--- config.mk ---
export PLATFORM = sky130hd
export DESIGN_NAME = stp_dev_flat
export DESIGN_NICKNAME = d
export VERILOG_FILES = /design/src/stp_dev_end.sv /design/src/stp_pkg.sv /design/src/stp_if.sv /design/src/stp_dev.sv /design/src/flat_wrapper.sv
export SDC_FILE = /design/constraint.sdc
export NUM_CORES = 1
export LEC_CHECK = 0
export ABC_AREA = 1
export BUFFER_PORTS_ARGS = -buffer_cell sky130_fd_sc_hd__buf_2
export CORE_UTILIZATION = 30
export DETAILED_ROUTE_END_ITERATION = 12
export GPL_TIMING_DRIVEN = 1
export PLACE_DENSITY_LB_ADDON = 0.15
export SLEW_MARGIN = 5
export SYNTH_ARGS = -nofsm -noshare
export SYNTH_HDL_FRONTEND = slang
export SYNTH_SLANG_ARGS = --single-unit
--- constraint.sdc ---
create_clock -name clk_i -period 3 [get_ports clk_i]
set_input_delay 0.3 -clock clk_i [delete_from_list [all_inputs] [get_ports clk_i]]
set_output_delay 0.3 -clock clk_i [all_outputs]
set_load 0.01 [all_outputs]
--- src/stp_dev_end.sv ---
// stp_dev_end: spare source unit for the driver end, holds no logic
// assumes the driver logic itself lives in stp_dev
`timescale 1ns/1ns
`default_nettype none
`default_nettype wire

--- src/stp_pkg.sv ---
// stp_pkg: shared constants and types for the stepper sequencer pair
// assumes a single 50 MHz clock on both ends
package stp_pkg;

  // ------------------------------------------------------------------
  // clock and interval timing
  // ------------------------------------------------------------------
  localparam int CLK_NS      = 20;
  localparam int BLANK_NS    = 750;
  localparam int BLANK_CYC   = (BLANK_NS + CLK_NS - 1) / CLK_NS;
  localparam int OFF_US      = 400;
  localparam int OFF_CYC     = (OFF_US * 1000) / CLK_NS;
  localparam int GF_US       = 6;
  localparam int GF_CYC      = (GF_US * 1000) / CLK_NS;
  localparam int OC_US       = 5;
  localparam int OC_CYC      = (OC_US * 1000) / CLK_NS;
  localparam int STEP_PW_US  = 10;
  localparam int STEP_PW_CYC = (STEP_PW_US * 1000 + CLK_NS - 1) / CLK_NS;

  // ------------------------------------------------------------------
  // counter widths and position layout
  // ------------------------------------------------------------------
  localparam int CNT_W   = 15;
  localparam int BLANK_W = 6;
  localparam int OC_W    = 8;
  localparam int PW_W    = 9;
  localparam int POS_W   = 6;
  // index 0 of the 64-step circle is the minus 45 degree point
  localparam int          DEF_ANGLE_DEG = -45;
  localparam logic [5:0]  DEF_POS       = 6'h00;

  // excitation select bits: [0] st1, [1] st2, [2] st3
  localparam int MODE_ST1 = 0;
  localparam int MODE_ST2 = 1;
  localparam int MODE_ST3 = 2;
  localparam logic [5:0] INC_2PH  = 6'h10;
  localparam logic [5:0] INC_HALF = 6'h08;
  localparam logic [5:0] INC_W12  = 6'h04;
  localparam logic [5:0] INC_2W12 = 6'h02;
  localparam logic [5:0] INC_4W12 = 6'h01;

  typedef enum logic [2:0] {
    STP_HOLD = 3'h0,
    STP_OFF  = 3'h1,
    STP_GF   = 3'h2,
    STP_RUN  = 3'h3,
    STP_STOP = 3'h4
  } stp_state_e;

  typedef enum logic [1:0] {
    STH_IDLE = 2'h0,
    STH_HIGH = 2'h1,
    STH_LOW  = 2'h2
  } stp_hphase_e;

  // step size on the 64-step circle for the selected excitation
  function automatic logic [5:0] stp_step_inc(input logic [2:0] mode);
    logic [5:0] inc;
    inc = INC_2PH;
    if (mode[MODE_ST3])
      inc = mode[MODE_ST1] ? INC_4W12 : INC_2W12;
    else if (mode[MODE_ST1] && mode[MODE_ST2])
      inc = INC_W12;
    else if (mode[MODE_ST1] || mode[MODE_ST2])
      inc = INC_HALF;
    return inc;
  endfunction : stp_step_inc

endpackage : stp_pkg

--- src/stp_if.sv ---
// stp_if: control pins between the host controller and the driver logic
// assumes both ends share clk_i; all pins are plain levels
`timescale 1ns/1ns
`default_nettype none
interface stp_if;
  logic       step_rise_input;
  logic       step_both_edge_input;
  logic       dir;
  logic [2:0] mode;
  logic       enable;
  logic       reset_n;
  logic       low_power_hold_n;
  logic       decay_ratio_sel_a;
  logic       decay_ratio_sel_a_oe;
  logic       decay_ratio_sel_b;
  logic       decay_ratio_sel_b_oe;
  logic       pwm_off_time_sel;
  logic       pwm_off_time_sel_oe;
  logic       test_sel;

  modport host (
    output step_rise_input, step_both_edge_input, dir, mode, enable, reset_n,
           low_power_hold_n, decay_ratio_sel_a, decay_ratio_sel_a_oe,
           decay_ratio_sel_b, decay_ratio_sel_b_oe, pwm_off_time_sel,
           pwm_off_time_sel_oe, test_sel
  );
  modport dev (
    input  step_rise_input, step_both_edge_input, dir, mode, enable, reset_n,
           low_power_hold_n, decay_ratio_sel_a, decay_ratio_sel_a_oe,
           decay_ratio_sel_b, decay_ratio_sel_b_oe, pwm_off_time_sel,
           pwm_off_time_sel_oe, test_sel
  );
endinterface : stp_if
`default_nettype wire

--- src/stp_dev.sv ---
// stp_dev: driver-side step-state and protection sequencing
// assumes pins and analog comparator flags are synchronous to clk_i
`timescale 1ns/1ns
`default_nettype none
module stp_dev
  import stp_pkg::*;
#(
  parameter int OFF_CNT   = OFF_CYC,
  parameter int GF_CNT    = GF_CYC,
  parameter int OC_CNT    = OC_CYC,
  parameter int BLANK_CNT = BLANK_CYC
) (
  // clock and reset
  input  wire logic             clk_i,
  input  wire logic             rst_i,
  // pins from the host
  stp_if.dev                    pins,
  // analog side flags
  input  wire logic             supply_low_lockout_i,
  input  wire logic             pwm_on_i,
  input  wire logic             sense_cmp_i,
  input  wire logic             over_limit_i,
  input  wire logic             ground_fault_i,
  // drive and status
  output logic                  drive_on_o,
  output logic                  high_side_all_o,
  output logic                  pump_run_o,
  output logic [POS_W-1:0]      position_o,
  output logic                  chop_off_o,
  output logic                  overcurrent_latch_o,
  output logic                  ground_fault_stop_o,
  output logic [2:0]            state_o,
  output logic [1:0]            decay_o,
  output logic                  pwm_off_time_o
);

  // ------------------------------------------------------------------
  // state
  // ------------------------------------------------------------------
  typedef struct packed {
    stp_state_e         state;
    logic [CNT_W-1:0]   cnt;
    logic [POS_W-1:0]   pos;
    logic [1:0]         step_prev;
    logic               pwm_prev;
    logic [BLANK_W-1:0] blank;
    logic [OC_W-1:0]    oc_cnt;
    logic               oc_latch;
    logic               gf_stop;
    logic               drive;
    logic               hs_all;
    logic               pump;
    logic               chop_off;
    logic [1:0]         decay;
    logic               pwm_sel;
  } stp_dev_s;

  stp_dev_s r_reg;
  stp_dev_s r_next;

  logic       step_edge;
  logic       pwm_rise;
  logic       held;
  logic [5:0] inc;

  // ------------------------------------------------------------------
  // sequencing
  // ------------------------------------------------------------------
  always_comb
  begin
    r_next    = r_reg;
    // rise-only pin or either edge of the both-edge pin
    step_edge = (pins.step_rise_input & ~r_reg.step_prev[0])
              | (pins.step_both_edge_input ^ r_reg.step_prev[1]);
    pwm_rise  = pwm_on_i & ~r_reg.pwm_prev;
    // only lockout and standby hold; a supply move in range does not
    held      = ~pins.low_power_hold_n | supply_low_lockout_i;
    inc       = stp_step_inc(pins.mode);
    r_next.step_prev = {pins.step_both_edge_input, pins.step_rise_input};
    r_next.pwm_prev  = pwm_on_i;
    // an undriven decay select is taken as low
    r_next.decay   = {pins.decay_ratio_sel_b & pins.decay_ratio_sel_b_oe,
                      pins.decay_ratio_sel_a & pins.decay_ratio_sel_a_oe};
    r_next.pwm_sel = pins.pwm_off_time_sel;

    case (r_reg.state)
      STP_HOLD:
      begin
        r_next.cnt = '0;
        if (!held)
        begin
          r_next.state = STP_OFF;
          r_next.pos   = DEF_POS;
        end
      end
      STP_OFF:
      begin
        r_next.cnt = r_reg.cnt + 1'b1;
        if (r_reg.cnt == CNT_W'(OFF_CNT - 1))
        begin
          r_next.cnt = '0;
          if (pins.reset_n)
            r_next.state = STP_GF;
          else
            r_next.state = STP_RUN;
        end
      end
      STP_GF:
      begin
        r_next.cnt = r_reg.cnt + 1'b1;
        if (ground_fault_i)
        begin
          r_next.gf_stop = 1'b1;
          r_next.state   = STP_STOP;
        end
        else if (r_reg.cnt == CNT_W'(GF_CNT - 1) || !pins.reset_n)
          r_next.state = STP_RUN;
      end
      STP_RUN:
        r_next.cnt = '0;
      STP_STOP:
        r_next.cnt = '0;
      default:
        r_next.state = STP_HOLD;
    endcase

    // position keeps counting while outputs are merely disabled
    if (step_edge && r_reg.state != STP_HOLD)
    begin
      if (pins.dir)
        r_next.pos = r_next.pos - inc;
      else
        r_next.pos = r_next.pos + inc;
    end

    // over-limit must persist for the full qualification time
    if (r_reg.drive && over_limit_i)
    begin
      r_next.oc_cnt = r_reg.oc_cnt + 1'b1;
      if (r_reg.oc_cnt == OC_W'(OC_CNT - 1))
        r_next.oc_latch = 1'b1;
    end
    else
      r_next.oc_cnt = '0;

    // reset pin: default position, fault cleared, sequencer state left running
    if (!pins.reset_n)
    begin
      r_next.pos      = DEF_POS;
      r_next.oc_latch = 1'b0;
      r_next.oc_cnt   = '0;
    end

    // standby or lockout overrides everything and halts the pump
    if (held)
    begin
      r_next.state    = STP_HOLD;
      r_next.cnt      = '0;
      r_next.oc_latch = 1'b0;
      r_next.oc_cnt   = '0;
      r_next.gf_stop  = 1'b0;
    end
    r_next.pump   = (r_next.state != STP_HOLD);
    r_next.hs_all = (r_next.state == STP_GF);
    r_next.drive  = (r_next.state == STP_RUN) & pins.enable
                  & pins.reset_n & ~r_next.oc_latch;

    // blanking restarts on every turn-on edge
    if (pwm_rise)
      r_next.blank = BLANK_W'(BLANK_CNT);
    else if (r_reg.blank != '0)
      r_next.blank = r_reg.blank - 1'b1;
    r_next.chop_off = r_reg.drive & sense_cmp_i & ~pwm_rise
                    & (r_reg.blank == '0);
  end

  // state register; power-up starts in hold so the off interval runs
  always_ff @(posedge clk_i)
  begin
    if (rst_i)
    begin
      r_reg       <= '0;
      r_reg.state <= STP_HOLD;
      r_reg.pos   <= DEF_POS;
    end
    else
      r_reg <= r_next;
  end

  // ------------------------------------------------------------------
  // outputs, all straight from the state register
  // ------------------------------------------------------------------
  assign drive_on_o          = r_reg.drive;
  assign high_side_all_o     = r_reg.hs_all;
  assign pump_run_o          = r_reg.pump;
  assign position_o          = r_reg.pos;
  assign chop_off_o          = r_reg.chop_off;
  assign overcurrent_latch_o = r_reg.oc_latch;
  assign ground_fault_stop_o = r_reg.gf_stop;
  assign state_o             = r_reg.state;
  assign decay_o             = r_reg.decay;
  assign pwm_off_time_o      = r_reg.pwm_sel;

endmodule : stp_dev
`default_nettype wire

--- src/flat_wrapper.sv ---
// flat-port wrapper written by rule: the top's interface ports become plain ports
module stp_dev_flat import stp_pkg::*;
#(
  parameter int OFF_CNT   = OFF_CYC,
  parameter int GF_CNT    = GF_CYC,
  parameter int OC_CNT    = OC_CYC,
  parameter int BLANK_CNT = BLANK_CYC
)
  (clk_i, rst_i, supply_low_lockout_i, pwm_on_i, sense_cmp_i, over_limit_i, ground_fault_i, drive_on_o, high_side_all_o, pump_run_o, position_o, chop_off_o, overcurrent_latch_o, ground_fault_stop_o, state_o, decay_o, pwm_off_time_o, pins_step_rise_input, pins_step_both_edge_input, pins_dir, pins_mode, pins_enable, pins_reset_n, pins_low_power_hold_n, pins_decay_ratio_sel_a, pins_decay_ratio_sel_a_oe, pins_decay_ratio_sel_b, pins_decay_ratio_sel_b_oe, pins_pwm_off_time_sel, pins_pwm_off_time_sel_oe, pins_test_sel);
  stp_if pins_i ();
  input  wire logic clk_i;
  input  wire logic rst_i;
  input  wire logic supply_low_lockout_i;
  input  wire logic pwm_on_i;
  input  wire logic sense_cmp_i;
  input  wire logic over_limit_i;
  input  wire logic ground_fault_i;
  output logic drive_on_o;
  output logic high_side_all_o;
  output logic pump_run_o;
  output logic [POS_W-1:0] position_o;
  output logic chop_off_o;
  output logic overcurrent_latch_o;
  output logic ground_fault_stop_o;
  output logic [2:0] state_o;
  output logic [1:0] decay_o;
  output logic pwm_off_time_o;
  input wire logic [$bits(pins_i.step_rise_input)-1:0] pins_step_rise_input;
  input wire logic [$bits(pins_i.step_both_edge_input)-1:0] pins_step_both_edge_input;
  input wire logic [$bits(pins_i.dir)-1:0] pins_dir;
  input wire logic [$bits(pins_i.mode)-1:0] pins_mode;
  input wire logic [$bits(pins_i.enable)-1:0] pins_enable;
  input wire logic [$bits(pins_i.reset_n)-1:0] pins_reset_n;
  input wire logic [$bits(pins_i.low_power_hold_n)-1:0] pins_low_power_hold_n;
  input wire logic [$bits(pins_i.decay_ratio_sel_a)-1:0] pins_decay_ratio_sel_a;
  input wire logic [$bits(pins_i.decay_ratio_sel_a_oe)-1:0] pins_decay_ratio_sel_a_oe;
  input wire logic [$bits(pins_i.decay_ratio_sel_b)-1:0] pins_decay_ratio_sel_b;
  input wire logic [$bits(pins_i.decay_ratio_sel_b_oe)-1:0] pins_decay_ratio_sel_b_oe;
  input wire logic [$bits(pins_i.pwm_off_time_sel)-1:0] pins_pwm_off_time_sel;
  input wire logic [$bits(pins_i.pwm_off_time_sel_oe)-1:0] pins_pwm_off_time_sel_oe;
  input wire logic [$bits(pins_i.test_sel)-1:0] pins_test_sel;
  assign pins_i.step_rise_input = pins_step_rise_input;
  assign pins_i.step_both_edge_input = pins_step_both_edge_input;
  assign pins_i.dir = pins_dir;
  assign pins_i.mode = pins_mode;
  assign pins_i.enable = pins_enable;
  assign pins_i.reset_n = pins_reset_n;
  assign pins_i.low_power_hold_n = pins_low_power_hold_n;
  assign pins_i.decay_ratio_sel_a = pins_decay_ratio_sel_a;
  assign pins_i.decay_ratio_sel_a_oe = pins_decay_ratio_sel_a_oe;
  assign pins_i.decay_ratio_sel_b = pins_decay_ratio_sel_b;
  assign pins_i.decay_ratio_sel_b_oe = pins_decay_ratio_sel_b_oe;
  assign pins_i.pwm_off_time_sel = pins_pwm_off_time_sel;
  assign pins_i.pwm_off_time_sel_oe = pins_pwm_off_time_sel_oe;
  assign pins_i.test_sel = pins_test_sel;
  stp_dev #(.OFF_CNT(OFF_CNT), .GF_CNT(GF_CNT), .OC_CNT(OC_CNT), .BLANK_CNT(BLANK_CNT)) u_core (.clk_i(clk_i), .rst_i(rst_i), .pins(pins_i), .supply_low_lockout_i(supply_low_lockout_i), .pwm_on_i(pwm_on_i), .sense_cmp_i(sense_cmp_i), .over_limit_i(over_limit_i), .ground_fault_i(ground_fault_i), .drive_on_o(drive_on_o), .high_side_all_o(high_side_all_o), .pump_run_o(pump_run_o), .position_o(position_o), .chop_off_o(chop_off_o), .overcurrent_latch_o(overcurrent_latch_o), .ground_fault_stop_o(ground_fault_stop_o), .state_o(state_o), .decay_o(decay_o), .pwm_off_time_o(pwm_off_time_o));
endmodule
==> impl_metrics.tcl <==
set metrics [dict create \
    status "finished, violations left" \
    violations "design-rule violations" \
    synth.most_common_cell "nand2_1" \
    io_buffers 38 \
    grt_pass1_wl_mm 10.3 \
    stdcell_area_um2 3130 \
    synthesis.area_um2 2780 \
    grt_remaining_overflow 0 \
    numClockSinks 50 \
    arrival_ps 2400 \
    fp.dieW_um 98.2 \
    routed_via_density 4.45 \
    leakagePower_nw 1.42 \
    syn2layout_area_growth_pct 12.5 \
    wire_per_inst_um 10.7 \
    io_pins 41 \
    synth_edf_count 0 \
    place_congestion 0.805 \
    cap_violations 0 \
    drv_slew 0 \
    avgSynthCellArea_um2 6.86 \
    cts_made_buffers 5 \
    drcViolationCount 2 \
    finClkSkew_ps 8.90 \
    final_hold_viol_count 0 \
    drive_gt1_frac 0.160 \
    post-route-util 0.353 \
    clk_pin_slew_worst_paths_ps 90 \
    vias 2428 \
    dr.pass1.iters 8 \
    grt_pass1_vias 2320 \
    finalSetupViolations 0 \
    end_kind "flip-flop" \
    timing.slew.headroom 0.735 \
    synthArstFlopShare 0 \
    fin_cells 546 \
    pre_cts_slack_ps 768 \
    synth.distinct_cells 34 \
    synth_flop_cell "dfxtp_1" \
    critPathMaxFanout 7 \
    max_freq_mhz 455 \
    hold_slack_ps 193 \
    placed_cells 539 \
    antenna_cells 0 \
    antenna_left 0 \
    std_cell_rows 34 \
    tns_ps 0 \
    ys_seq_elements 50 \
    fin_crit_sh 0.733 \
    rsz0062_at_grt "false" \
    ir_drop_v 0.000188 \
    drt_iter0_markers 72 \
    wl_mm 5.83 \
    period_needed_ps 2200 \
    tritoncts "done" \
    powerDensity_nw_per_um2 436 \
    crit_type "flip-flop to flip-flop" \
    yosysTopAreaCell "dfxtp_1" \
    clockRootBuffer "clkbuf_8" \
    total_power_mw 1.36 \
    postCtsHoldBufs 0 \
    antenna_found_initial 0 \
    grtUsageTotal 0.131 \
    clock_path_buffers 2 \
    synth.top_cells.by_area "dfxtp_1, nand2_1, nor2_1" \
    die_height_um 98.2 \
    crit_required_ps 3200 \
    hold_path_class "input pin to flip-flop" \
    syn-num-nets 441 \
    placed_area_um2 3020 \
    netlist_top_cells_count "nand2_1, nor2_1, inv_1" \
    grt_max_degree 16 \
    htree_levels 2 \
    tightestPinTransition_ps 396 \
    post_cts_buffers 0 \
    insertion_delay_ps 300 \
    yosysSeqAreaShare 0.360 \
    cts.repair.resized 0 \
    num-nets-final 474 \
    syn_inst 405 \
    fillerInstances 986 \
    largest_reg_flops 32 \
    yosysTopAreaCellShare 0.360 \
    core-area_um2 8850 \
    dpl.hpwl_mm 4.63 \
    setup_ws_ps 801 \
    cp-start-kind "flip-flop" \
    yosysWarnings 0 \
    start_util 0.314 \
    dieArea_um2 9650 \
]
power breakdown:
part / switching [mW] / leakage [nW] / internal (mW)
registers: 0.0131 / 0.406 / 0.685
logic: 0.115 / 0.956 / 0.0765
clock network: 0.228 / 0.0542 / 0.246
total: 0.356 / 1.42 / 1.01
final timing paths:
check	start	end	cells after the start	slack (ps)
worst max-delay path	u_core.state_o[1]	u_core.position_o[4]	12	800
worst min-delay path	pins_pwm_off_time_sel	u_core.pwm_off_time_o	3	190
worst max register to register	u_core.state_o[1]	u_core.position_o[4]	12	800
worst min register to register	u_core.ground_fault_stop_o	u_core.ground_fault_stop_o	1	470
cell families after synthesis:
family,Yosys count,share of synthesized area
AND/OR/NAND/NOR,205,0.329
buffers and inverters,79,0.122
flip-flops,50,0.360
AO/OA/AOI/OAI,45,0.0869
XOR/XNOR,13,0.0410
adder cells (fa/ha/maj),13,0.0612
metal layers:
layer / vias to the layer above / wire [um] / part of all wire / global-route usage
met4: 0 / 111 / 0.019 / 0.0494
met1: 1073 / 2960 / 0.51 / 0.171
li1: 1311 / - / - / -
met5: - / 0 / 0 / 0
met2: 36 / 2560 / 0.44 / 0.216
met3: 8 / 197 / 0.034 / 0.0258
worst max-delay path, stage by stage (launching register included):
cell and delay, ps:
dfxtp_1 390, nor2_1 180, nand2_1 130, nor2_2 230
inv_1 90, nand2_1 90, ha_1 140, inv_1 70
fa_1 400, nand3_1 80, nand2_1 70, xnor2_1 140
a21oi_1 80
layout make-up:
cell class                      count  area (um2)  area share
Clock inverter                      2        38.8      0.0124
Clock buffer                        5        68.8      0.0220
Multi-Input combinational cell    276        1440       0.461
Tap cell                          108         135      0.0432
Timing Repair Buffer               38         190      0.0608
Inverter                           67         251      0.0805
Sequential cell                    50        1000       0.320
placed cells by master (no fill, tap or decap), drive strengths merged, types with 6 or more instances in the layout:
cell type,n
nand2,92
nor2,77
inv,66
dfxtp,50
buf,38
nand3,23
a21oi,21
o21ai,16
ha,12
xor2,9
nand4,6
Note: power is estimated with default switching activity, not from simulation.
